===== config.mk =====
export PLATFORM = sky130hd
export DESIGN_NAME = hpsh_top
export DESIGN_NICKNAME = d
export VERILOG_FILES = /design/src/hpsh_pkg.sv /design/src/hpsh_top.sv
export SDC_FILE = /design/constraint.sdc
export NUM_CORES = 1
export LEC_CHECK = 0
export BUFFER_PORTS_ARGS = -buffer_cell sky130_fd_sc_hd__buf_2
export CORE_ASPECT_RATIO = 0.7
export CORE_MARGIN = 5
export CORE_UTILIZATION = 45
export DETAILED_ROUTE_END_ITERATION = 8
export MAX_ROUTING_LAYER = met4
export PLACE_DENSITY_LB_ADDON = 0.05
export SLEW_MARGIN = 20
export SYNTH_ARGS = -nofsm -noshare
export SYNTH_HDL_FRONTEND = slang
export SYNTH_SLANG_ARGS = --single-unit

===== constraint.sdc =====
create_clock -name sys_clk_in -period 3.3 [get_ports sys_clk_in]
set_input_delay 0.33 -clock sys_clk_in [delete_from_list [all_inputs] [get_ports sys_clk_in]]
set_output_delay 0.33 -clock sys_clk_in [all_outputs]
set_load 0.01 [all_outputs]

===== src/hpsh_pkg.sv =====
// package: constants and types for the host port handshake block
package hpsh_pkg;
  // cpu clock period and timing figures in periods
  localparam int CLK_PERIOD_NS   = 10;
  localparam int DATA_LEAD_P     = 2;
  localparam int RST_INVALID_P   = 2;
  localparam int RST_VALID_P     = 4;
  // cycle counts derived from period figures (one period = one cycle)
  localparam int DATA_LEAD_CYC   = (DATA_LEAD_P * CLK_PERIOD_NS
                                    + CLK_PERIOD_NS - 1) / CLK_PERIOD_NS;
  localparam int RST_INV_CYC     = (RST_INVALID_P * CLK_PERIOD_NS
                                    + CLK_PERIOD_NS - 1) / CLK_PERIOD_NS;
  localparam int RST_VALID_CYC   = (RST_VALID_P * CLK_PERIOD_NS)
                                    / CLK_PERIOD_NS;
  localparam int CNT_W           = 3;
  // access control field codes
  localparam logic [1:0] ACC_CTRL     = 2'h0;
  localparam logic [1:0] ACC_DATA_INC = 2'h1;
  localparam logic [1:0] ACC_ADDR     = 2'h2;
  localparam logic [1:0] ACC_DATA     = 2'h3;
  // configuration strap positions on the data bus
  localparam int STRAP_ENDIAN    = 8;
  localparam int STRAP_BOOT_HI   = 4;
  localparam int STRAP_BOOT_LO   = 3;
  localparam logic [15:0] DATA_RST = 16'h0000;
  localparam logic [31:0] WORD_RST = 32'h0000_0000;
  localparam logic [1:0]  BOOT_RST = 2'h0;

  typedef enum logic [5:0] {
    HPSH_IDLE  = 6'b00_0001,
    HPSH_FETCH = 6'b00_0010,
    HPSH_LEAD  = 6'b00_0100,
    HPSH_HOLD  = 6'b00_1000,
    HPSH_DONE  = 6'b01_0000,
    HPSH_BUSY  = 6'b10_0000
  } hpsh_state_t;
endpackage : hpsh_pkg


===== src/hpsh_top.sv =====
// module: device end of the sixteen-bit host port handshake
`timescale 1ns/1ps
module hpsh_top
  import hpsh_pkg::*;
(
  input  wire logic        sys_clk_in,
  input  wire logic        rst_b_in,
  input  wire logic        clk_en_in,
  input  wire logic        port_select_n_in,
  input  wire logic        data_strobe_a_in,
  input  wire logic        data_strobe_b_in,
  input  wire logic        addr_strobe_n_in,
  input  wire logic [1:0]  access_ctrl_sel_in,
  input  wire logic        read_not_write_in,
  input  wire logic        halfword_id_in,
  input  wire logic [15:0] host_data_bus_in,
  input  wire logic        host_irq_req_in,
  input  wire logic        dma_done_in,
  input  wire logic [31:0] dma_rdata_in,
  output logic [15:0]      host_data_bus_out,
  output logic             host_data_bus_oe_n_out,
  output logic             port_not_ready_out,
  output logic             host_irq_out,
  output logic             dma_req_out,
  output logic             dma_write_out,
  output logic [31:0]      dma_wdata_out,
  output logic             big_endian_out,
  output logic [1:0]       boot_mode_out
);

  ////////////////////////////////////////////////////////////////////////
  // pin synchronisers: first stage feeds only the second
  logic [23:0] sy1_ff, sy2_ff;
  logic [23:0] pins;
  assign pins = {host_data_bus_in, access_ctrl_sel_in, read_not_write_in,
                 halfword_id_in, addr_strobe_n_in, port_select_n_in,
                 data_strobe_a_in, data_strobe_b_in};
  always_ff @(posedge sys_clk_in) begin
    if (clk_en_in) begin
      sy1_ff <= pins;
      sy2_ff <= sy1_ff;
    end
  end

  logic [15:0] s_data;
  logic [1:0]  s_ctrl;
  logic        s_rnw, s_hw, s_as_n, s_cs_n, s_ds_a, s_ds_b;
  assign {s_data, s_ctrl, s_rnw, s_hw, s_as_n, s_cs_n, s_ds_a, s_ds_b}
    = sy2_ff;

  function automatic logic xfer_n_f(input logic cs_n, input logic a,
                                    input logic b);
    xfer_n_f = ~(a ^ b) | cs_n;
  endfunction : xfer_n_f

  function automatic logic is_data_f(input logic [1:0] c);
    is_data_f = (c == ACC_DATA) || (c == ACC_DATA_INC);
  endfunction : is_data_f

  logic xfer_strobe_n;
  assign xfer_strobe_n = xfer_n_f(s_cs_n, s_ds_a, s_ds_b);

  ////////////////////////////////////////////////////////////////////////
  // edge history and captured selects
  logic        strb_d_ff, nxt_strb_d;
  logic        as_d_ff, nxt_as_d;
  logic        cs_d_ff, nxt_cs_d;
  logic [1:0]  ctrl_ff, nxt_ctrl;
  logic        rnw_ff, nxt_rnw;
  logic        hw_ff, nxt_hw;
  logic        strb_fall, strb_rise, as_fall, sel_edge;
  assign strb_fall = strb_d_ff & ~xfer_strobe_n;
  assign strb_rise = ~strb_d_ff & xfer_strobe_n;
  assign as_fall   = as_d_ff & ~s_as_n;
  // selects latched at address strobe fall, else at strobe fall
  assign sel_edge  = as_fall | (strb_fall & s_as_n);

  always_comb begin
    nxt_strb_d = xfer_strobe_n;
    nxt_as_d   = s_as_n;
    nxt_cs_d   = s_cs_n;
    nxt_ctrl   = ctrl_ff;
    nxt_rnw    = rnw_ff;
    nxt_hw     = hw_ff;
    if (sel_edge) begin
      nxt_ctrl = s_ctrl;
      nxt_rnw  = s_rnw;
      nxt_hw   = s_hw;
    end
  end

  always_ff @(posedge sys_clk_in) begin
    if (!rst_b_in) begin
      strb_d_ff <= 1'b1;
      as_d_ff   <= 1'b1;
      cs_d_ff   <= 1'b1;
      ctrl_ff   <= ACC_CTRL;
      rnw_ff    <= 1'b1;
      hw_ff     <= 1'b0;
    end else if (clk_en_in) begin
      strb_d_ff <= nxt_strb_d;
      as_d_ff   <= nxt_as_d;
      cs_d_ff   <= nxt_cs_d;
      ctrl_ff   <= nxt_ctrl;
      rnw_ff    <= nxt_rnw;
      hw_ff     <= nxt_hw;
    end
  end

  ////////////////////////////////////////////////////////////////////////
  // handshake state machine and data register
  hpsh_state_t      st_ff, nxt_st;
  logic [31:0]      word_ff, nxt_word;
  logic [15:0]      lowh_ff, nxt_lowh;
  logic [CNT_W-1:0] cnt_ff, nxt_cnt;
  logic             busy_ff, nxt_busy;
  logic             rdy_n_ff, nxt_rdy_n;
  logic             oe_n_ff, nxt_oe_n;
  logic [15:0]      dout_ff, nxt_dout;
  logic             req_ff, nxt_req;
  logic             wr_ff, nxt_wr;
  logic [31:0]      wdat_ff, nxt_wdat;
  logic             word_ok_ff, nxt_word_ok;
  logic             acc_data, acc_first, acc_second;

  assign acc_data   = is_data_f(sel_edge ? s_ctrl : ctrl_ff);
  assign acc_first  = ~(sel_edge ? s_hw : hw_ff);
  assign acc_second = ~acc_first;

  always_comb begin
    nxt_st      = st_ff;
    nxt_word    = word_ff;
    nxt_lowh    = lowh_ff;
    nxt_cnt     = cnt_ff;
    nxt_busy    = busy_ff;
    nxt_rdy_n   = rdy_n_ff;
    nxt_oe_n    = oe_n_ff;
    nxt_dout    = dout_ff;
    nxt_req     = 1'b0;
    nxt_wr      = wr_ff;
    nxt_wdat    = wdat_ff;
    nxt_word_ok = word_ok_ff;
    if (dma_done_in) begin
      nxt_busy = 1'b0;
    end
    unique case (st_ff)
      HPSH_IDLE: begin
        // a leftover internal access shows at select fall
        if (cs_d_ff & ~s_cs_n & busy_ff) begin
          nxt_rdy_n = 1'b1;
          nxt_st    = HPSH_BUSY;
        end else if (sel_edge & acc_data) begin
          if ((sel_edge ? s_rnw : rnw_ff) & acc_first & ~word_ok_ff) begin
            nxt_req   = 1'b1;
            nxt_wr    = 1'b0;
            nxt_busy  = 1'b1;
            nxt_rdy_n = 1'b1;
            nxt_st    = HPSH_FETCH;
          end else if (~xfer_strobe_n) begin
            nxt_st = HPSH_HOLD;
          end
        end else if (~xfer_strobe_n & ~strb_d_ff) begin
          nxt_st = HPSH_HOLD;
        end
      end
      HPSH_FETCH: begin
        if (dma_done_in) begin
          nxt_word    = dma_rdata_in;
          nxt_word_ok = 1'b1;
          nxt_cnt     = CNT_W'(DATA_LEAD_CYC);
          nxt_st      = HPSH_LEAD;
        end
      end
      HPSH_LEAD: begin
        // data settles on the bus before ready drops
        // one extra count covers the dout register stage
        if (cnt_ff == '0) begin
          nxt_rdy_n = 1'b0;
          nxt_st    = HPSH_HOLD;
        end
        nxt_cnt = cnt_ff - CNT_W'(1);
      end
      HPSH_HOLD: begin
        if (strb_rise) begin
          nxt_st = HPSH_IDLE;
          if (is_data_f(ctrl_ff)) begin
            if (~rnw_ff & ~hw_ff) begin
              nxt_lowh = s_data;
            end
            // word completes on second halfword only
            if (hw_ff & ~rnw_ff) begin
              nxt_wdat  = {lowh_ff, s_data};
              nxt_wr    = 1'b1;
              nxt_req   = 1'b1;
              nxt_busy  = 1'b1;
              nxt_rdy_n = 1'b1;
              nxt_st    = HPSH_DONE;
            end else if (hw_ff & rnw_ff) begin
              nxt_word_ok = 1'b0;
              if (ctrl_ff == ACC_DATA_INC) begin
                nxt_req   = 1'b1; // prefetch next word
                nxt_wr    = 1'b0;
                nxt_busy  = 1'b1;
                nxt_rdy_n = 1'b1;
                nxt_st    = HPSH_DONE;
              end
            end
          end
        end
      end
      HPSH_DONE: begin
        if (cs_d_ff & ~s_cs_n) begin
          nxt_rdy_n = 1'b1;
        end
        if (~busy_ff | dma_done_in) begin
          if (dma_done_in & ~wr_ff) begin
            nxt_word    = dma_rdata_in;
            nxt_word_ok = 1'b1;
          end
          nxt_rdy_n = 1'b0;
          nxt_st    = HPSH_IDLE;
        end
      end
      HPSH_BUSY: begin
        if (~busy_ff | dma_done_in) begin
          nxt_rdy_n = 1'b0;
          nxt_st    = HPSH_IDLE;
        end
      end
      default: nxt_st = HPSH_IDLE;
    endcase
    // drive only during reads, strobe low
    nxt_oe_n = ~(~xfer_strobe_n & (sel_edge ? s_rnw : rnw_ff));
    nxt_dout = hw_ff ? word_ff[15:0] : word_ff[31:16];
    if (s_cs_n) begin
      nxt_rdy_n = 1'b0;
    end
  end

  ////////////////////////////////////////////////////////////////////////
  // reset sequencing: outputs settle before reset release ends
  logic [CNT_W-1:0] rst_cnt_ff, nxt_rst_cnt;
  logic             rst_seen_ff, nxt_rst_seen;
  logic             endian_ff, nxt_endian;
  logic [1:0]       boot_ff, nxt_boot;
  logic             irq_ff, nxt_irq;
  always_comb begin
    nxt_rst_cnt  = rst_cnt_ff;
    nxt_rst_seen = 1'b0;
    nxt_endian   = endian_ff;
    nxt_boot     = boot_ff;
    nxt_irq      = host_irq_req_in & (rst_cnt_ff == '0);
    if (rst_seen_ff) begin
      // first cycle after release: strap capture
      nxt_endian = s_data[STRAP_ENDIAN];
      nxt_boot   = s_data[STRAP_BOOT_HI:STRAP_BOOT_LO];
    end
    if (rst_cnt_ff != '0) begin
      nxt_rst_cnt = rst_cnt_ff - CNT_W'(1);
    end
  end

  always_ff @(posedge sys_clk_in) begin
    if (!rst_b_in) begin
      // data bus floats, ready and irq go low after the first edges of reset
      st_ff       <= HPSH_IDLE;
      cnt_ff      <= '0;
      busy_ff     <= 1'b0;
      rdy_n_ff    <= 1'b0;
      oe_n_ff     <= 1'b1;
      dout_ff     <= DATA_RST;
      word_ff     <= WORD_RST;
      lowh_ff     <= DATA_RST;
      req_ff      <= 1'b0;
      wr_ff       <= 1'b0;
      wdat_ff     <= WORD_RST;
      word_ok_ff  <= 1'b0;
      rst_cnt_ff  <= CNT_W'(RST_VALID_CYC - 1);
      rst_seen_ff <= 1'b1;
      irq_ff      <= 1'b0;
    end else if (clk_en_in) begin
      st_ff       <= nxt_st;
      cnt_ff      <= nxt_cnt;
      busy_ff     <= nxt_busy;
      rdy_n_ff    <= nxt_rdy_n;
      oe_n_ff     <= nxt_oe_n;
      dout_ff     <= nxt_dout;
      word_ff     <= nxt_word;
      lowh_ff     <= nxt_lowh;
      req_ff      <= nxt_req;
      wr_ff       <= nxt_wr;
      wdat_ff     <= nxt_wdat;
      word_ok_ff  <= nxt_word_ok;
      rst_cnt_ff  <= nxt_rst_cnt;
      rst_seen_ff <= nxt_rst_seen;
      irq_ff      <= nxt_irq;
    end
  end

  // straps hold their value through reset; caught after release
  always_ff @(posedge sys_clk_in) begin
    if (clk_en_in) begin
      endian_ff <= rst_b_in ? nxt_endian : endian_ff;
      boot_ff   <= rst_b_in ? nxt_boot : boot_ff;
    end
  end

  assign host_data_bus_out      = dout_ff;
  assign host_data_bus_oe_n_out = oe_n_ff;
  assign port_not_ready_out     = rdy_n_ff;
  assign host_irq_out           = irq_ff;
  assign dma_req_out            = req_ff;
  assign dma_write_out          = wr_ff;
  assign dma_wdata_out          = wdat_ff;
  assign big_endian_out         = endian_ff;
  assign boot_mode_out          = boot_ff;

endmodule : hpsh_top


==> results.sh, run 1 <==
export IMPL_worstReg2RegStart="st_ff[5]"
export IMPL_maxCapViolations=0
export IMPL_crit_path_top_delay_cell="or4_4"
export IMPL_power_frac_comb_pct=6.4
export IMPL_clk_pin_slew_worst_paths_ns=0.07
export IMPL_cts_sinks=174
export IMPL_finalSetupViolCount=0
export IMPL_die_h_um=111.7
export IMPL_cpPeakStageDelay_ns=0.58
export IMPL_drtIter0Drc=333
export IMPL_postCtsSetupBuffers=0
export IMPL_root_buffer="clkbuf_16"
export IMPL_worst_slew_pin_slew_ns=0.8900
export IMPL_dr_total_vias=4888
export IMPL_drive_above_1_share_pct=21.93
export IMPL_setup_tns_ns=0
export IMPL_ios=117
export IMPL_globalplace_congestion=0.8663
export IMPL_final_setup_skew_ns=0.01001
export IMPL_fin_nets=809
export IMPL_insertion_delay_ns=0.43
export IMPL_synth_seq_cells=174
export IMPL_powerDensity_nw_per_um2=568.3
export IMPL_numCtsBuffers=17
export IMPL_antenna_left=0
export IMPL_syn_avg_cell_area_um2=10.33
export IMPL_max_slew_margin_pct=40.66
export IMPL_crit_chain="or4_4 -> or3b_1 -> o211ai_2 -> or4bb_1 -> mux2_4"
export IMPL_holdBufCountCts=0
export IMPL_grt_usage_pct=17.71
export IMPL_start_util_pct=45.64
export IMPL_syn_instance_count=644
export IMPL_cts_tree="built"
export IMPL_dieArea_um2=17360
export IMPL_fmax_mhz=394.5
export IMPL_power_frac_clock_pct=41.8
export IMPL_switching_share_pct=24.58
export IMPL_hp_class="in2reg"
export IMPL_post_route_period_util_pct=76.81
export IMPL_synth_area_um2=6655
export IMPL_rows=37
export IMPL_cts_buffer_depth=2
export IMPL_startpoint="st_ff[5]"
export IMPL_fin_crit_ns=2.535
export IMPL_grt_remaining_overflow=0
export IMPL_dpl_cell_count=920
export IMPL_ys_flop_type="dfxtp_1"
export IMPL_ys_seq_area_share_pct=60.01
export IMPL_finalWirelength_um=14620
export IMPL_hp_start="host_data_bus_in[5]"
export IMPL_seqPwrFrac_pct=51.9
export IMPL_layout_common_cells="nand2_1, dfxtp_1, buf_2, nor2_1, a21oi_1"
export IMPL_dp_hpwl_um=9882
export IMPL_p_int_mw=3.392
export IMPL_grt_max_degree=81
export IMPL_antenna_found_initial=1
export IMPL_cp_max_fo=10
export IMPL_io_buffers=116
export IMPL_async_reset_ff_share_pct=0
export IMPL_area_delta_synth_final_pct=18.91
export IMPL_via_per_inst=5.129
export IMPL_ir_worst_vdd_v=0.0003316
export IMPL_fillers=1329
export IMPL_grt_pass1_vias=4723
export IMPL_finalHoldViolCount=0
export IMPL_synth_warnings=0
export IMPL_maxSlewViolCount=0
export IMPL_outcome="finished clean"
export IMPL_dr_pass1_iters=5
export IMPL_drcViolationCount=0
export IMPL_synth_edf_count=51
export IMPL_cts_resized=0
export IMPL_stdcell_count=953
export IMPL_crit_path_start_kind="register"
export IMPL_rsz0062_at_grt="false"
export IMPL_die_w_um=155.4
export IMPL_leakage_nw=3.298
export IMPL_ys_types=58
export IMPL_synth_nets=709
export IMPL_power_switching_mw=1.106
export IMPL_routedWlPerCell_um=15.34
export IMPL_arrival_ns=2.85
export IMPL_grt_pass1_wl_um=23860
export IMPL_cp_required_ns=3.61
export IMPL_critPathKind="reg2reg"
export IMPL_htree_levels=4
export IMPL_core_area_um2=14580
export IMPL_final_common_cell="nand2_1"
export IMPL_end_kind="register"
cell families after synthesis:
family / share of synthesized area, %
buffers and inverters: 3.779
AND/OR/NAND/NOR: 16.06
multiplexers: 8.498
AO/OA/AOI/OAI: 10.25
adder cells (fa/ha/maj): 0.7521
XOR/XNOR: 0.6581
flip-flops: 60.01
final timing paths:
check	cells past startpoint	slack, ns	end
max	5	0.77	st_ff[0]
min reg2reg	0	0.42	sy2_ff[17]
min	1	0.07	sy1_ff[13]
max reg2reg	5	0.77	st_ff[0]
area by class of cell:
class / instances / area (um2) / share of cell area (%)
inverter: 11 / 42.54 / 0.5375
antenna: 1 / 2.502 / 0.03162
clock buffer: 17 / 425.4 / 5.375
multi-input combinational: 416 / 2421 / 30.59
sequential: 174 / 3994 / 50.47
timing repair buffer: 124 / 655.6 / 8.285
tap: 195 / 244.0 / 3.083
clock inverter: 15 / 128.9 / 1.628
flip-flops by register name, summed over array words and instances, names as in the netlist, 2 cells and up, named ones only:
name	cells
st_ff	6
word_ff	32
sy1_ff	24
rst_cnt_ff	3
host_data_bus_out	16
lowh_ff	16
boot_mode_out	2
dma_wdata_out	32
cnt_ff	3
sy2_ff	24
per-stage QoR:
stage                     utilization, %  hold WS [ns]  instance area, um2  power [mW]  setup slack, ns
after global routing               54.27       0.04741                7914       4.687           0.6115
after floorplan                        -        0.4003                6655       2.551           0.9911
after global placement             50.45        0.4023                7357       2.658           0.8758
after detailed placement           50.45        0.4045                7357       2.664           0.8115
after CTS                          54.25       0.05437                7911       4.550           0.7956
final                              54.27       0.07115                7914       4.497           0.7652
layer usage:
metal  vias up  track usage [%]  part of all wire [%]
li1       2439                -                     -
met1      2297            24.75                    49
met2       135            24.93                    43
met3        17            6.022                   6.9
met4         0            4.082                  0.87
met5         -                -                     0
worst max-delay path: cells and delay by family (launching register included):
family / cells / cell delay (ns)
and+or+nand+nor: 3 / 1.43
DFF: 1 / 0.40
muxes: 1 / 0.33
AOI/OAI and AO/OA: 1 / 0.25
synthesized netlist by cell type (3+ instances only):
cell type	n	share of area [%]
o21ai_0	4	0.30
and2_1	3	0.28
mux2i_1	55	8.3
nand3_1	8	0.60
a21oi_1	60	4.5
nand4_1	4	0.38
and3_1	3	0.28
a211oi_1	17	1.9
dfxtp_1	123	37
buf_4	4	0.45
edfxtp_1	51	23
o21a_1	3	0.34
o2111ai_1	4	0.53
buf_6	3	0.51
nor2_1	64	3.6
nand2b_1	5	0.47
nand2_1	124	7.0
buf_2	8	0.60
clkbuf_1	24	1.4
ha_1	4	0.75
nor3_1	6	0.45
buf_1	3	0.17
nor2b_1	5	0.47
inv_1	10	0.56
xnor2_1	3	0.39
power by group through the flow:
stage               Combinational (mW)  Clock, mW  Sequential [mW]
floorplan                        0.193          0             2.36
global placement                 0.282          0             2.38
detailed placement               0.285          0             2.38
CTS                              0.287       1.93             2.33
global route                     0.316       2.03             2.34
finish                           0.287       1.88             2.33
Power figures use the tool's default switching activity.
==> inputs of run 2 (changes only) <==
- clock period: 3.3 -> 2.2 ns (I/O delays scaled with it)
==> run 2 against run 1 <==
Design area grew 6.9%. Maximum frequency rose by 20%. Clock power is 54% higher. Total power rose by 54%. Global-route usage up 0.76 points. Register-to-register slack worse by 0.68 ns. Worst setup slack got worse by 0.68 ns. Routed wire length rose by 4.4%.
==> results.sh, run 2 (synthesis results as in run 1) <==
export IMPL_dr_pass1_iters=5
export IMPL_globalplace_congestion=0.8814
export IMPL_grt_remaining_overflow=0
export IMPL_drtIter0Drc=308
export IMPL_met3_length_um=817
export IMPL_dr_total_vias=5019
export IMPL_die_w_um=155.4
export IMPL_layout_common_cells="nand2_1, dfxtp_1, buf_2, nor2_1, a21oi_1"
export IMPL_worstSetupEndpoint="st_ff[0]"
export IMPL_dp_hpwl_um=10220
export IMPL_whs_ns=0.01610
export IMPL_cts_buffer_depth=2
export IMPL_hp_class="in2reg"
export IMPL_power_switching_mw=1.738
export IMPL_power_frac_clock_pct=41.8
export IMPL_die_h_um=111.7
export IMPL_drcViolationCount=0
export IMPL_grt_max_degree=90
export IMPL_reg2reg_to="st_ff[0]"
export IMPL_stdcell_count=1005
export IMPL_met2_wirelength_um=6495
export IMPL_maxSlewViolCount=0
export IMPL_final_util_pct=58.00
export IMPL_finalWirelength_um=15260
export IMPL_ff2ff_path_depth=5
export IMPL_post_route_period_util_pct=96.08
export IMPL_cts_tree="built"
export IMPL_switching_share_pct=25.10
export IMPL_insertedDiodeCount=0
export IMPL_ir_worst_vdd_v=0.0005668
export IMPL_dieArea_um2=17360
export IMPL_end_kind="register"
export IMPL_htree_levels=4
export IMPL_p_int_mw=5.186
export IMPL_worstReg2RegStart="st_ff[4]"
export IMPL_maxCapViolations=0
export IMPL_max_slew_margin_pct=58.39
export IMPL_final_setup_skew_ns=0.01743
export IMPL_insertion_delay_ns=0.43
export IMPL_finalHoldViolCount=0
export IMPL_met1Wirelength_um=7726
export IMPL_rows=37
export IMPL_grt_usage_pct=18.47
export IMPL_finalSetupViolCount=0
export IMPL_drive_above_1_share_pct=24.69
export IMPL_fmax_mhz=473.1
export IMPL_startpoint="st_ff[4]"
export IMPL_via_per_inst=4.994
export IMPL_cts_sinks=174
export IMPL_start_util_pct=45.64
export IMPL_powerDensity_nw_per_um2=818.7
export IMPL_power_frac_comb_pct=7.9
export IMPL_rsz0062_at_grt="true"
export IMPL_core_area_um2=14580
export IMPL_antenna_found_initial=0
export IMPL_numCtsBuffers=17
export IMPL_crit_path_start_kind="register"
export IMPL_critPathKind="reg2reg"
export IMPL_ios=117
export IMPL_arrival_ns=2.43
export IMPL_top_layer="met4"
export IMPL_grt_pass1_vias=4903
export IMPL_cp_max_fo=6
export IMPL_seqPwrFrac_pct=50.4
export IMPL_clk_pin_slew_worst_paths_ns=0.07
export IMPL_dpl_cell_count=949
export IMPL_io_buffers=116
export IMPL_final_common_cell="nand2_1"
export IMPL_r2r_slack_ns=0.09
export IMPL_antenna_left=0
export IMPL_cp_required_ns=2.52
export IMPL_worst_slew_pin_slew_ns=0.6176
export IMPL_setup_tns_ns=0
export IMPL_leakage_nw=3.573
export IMPL_fin_crit_ns=2.114
export IMPL_grt_pass1_wl_um=24700
export IMPL_area_delta_synth_final_pct=27.09
export IMPL_root_buffer="clkbuf_16"
export IMPL_outcome="finished clean"
export IMPL_fin_nets=862
export IMPL_routedWlPerCell_um=15.19
## run 2: stage by stage
stage	setup WS, ns	power [mW]	cell area [um2]
3_3_place_gp	0.02738	4.037	7612
2_1_floorplan	-0.04077	3.832	6661
6_report	0.08617	6.925	8458
3_5_place_dp	0.001748	4.046	7612
5_1_grt	-0.02093	7.203	8458
4_1_cts	0.005945	6.975	8431
## run 2: per-layer routing
| metal | vias up | GRT usage [%] |
|---|---|---|
| li1 | 2546 | - |
| met1 | 2319 | 26.20 |
| met2 | 135 | 26.20 |
| met3 | 19 | 4.157 |
| met4 | 0 | 6.064 |
| met5 | - | - |
## run 2: how the worst min path moves through the flow
stage                                   start     endpoint  slack, ns  cells past startpoint
after floorplan              data_strobe_b_in    sy1_ff[0]       0.32                      0
after detailed placement  host_data_bus_in[6]   sy1_ff[14]       0.40                      1
after global routing          dma_rdata_in[9]   word_ff[9]       0.01                      3
after CTS                    dma_rdata_in[14]  word_ff[14]      0.004                      3
after global placement    host_data_bus_in[1]    sy1_ff[9]       0.40                      1
final                        dma_rdata_in[11]  word_ff[11]       0.02                      3
## run 2: power by group through the flow
stage	clock, mW	combinational (mW)	sequential (mW)
6_report	2.89	0.544	3.49
5_1_grt	3.11	0.594	3.50
4_1_cts	2.96	0.526	3.49
3_5_place_dp	0	0.488	3.56
3_3_place_gp	0	0.482	3.56
2_1_floorplan	0	0.295	3.54
## run 2: what timing repair did
item	4_1_cts	5_1_grt
hold endpoints to repair	24	0
buffers inserted	0	0
pin swaps	0	1
endpoints found under the setup margin	1	68
hold buffers	24	0
gates resized for setup	1	9
## run 2: critical path, stage by stage, from the launching register on
cell	delay, ns
dfxtp_1	0.35
or4_4	0.57
or2_2	0.35
a21o_1	0.20
or4bb_4	0.25
mux2_4	0.29
## run 2: cell type report
| type | count | area [um2] |
|---|---|---|
| timing repair buffer | 177 | 1151 |
| inverter | 11 | 42.54 |
| tap | 195 | 244.0 |
| clock buffer | 17 | 425.4 |
| multi-input combinational | 416 | 2454 |
| fill | 1285 | 6125 |
| clock inverter | 15 | 146.4 |
| sequential | 174 | 3995 |
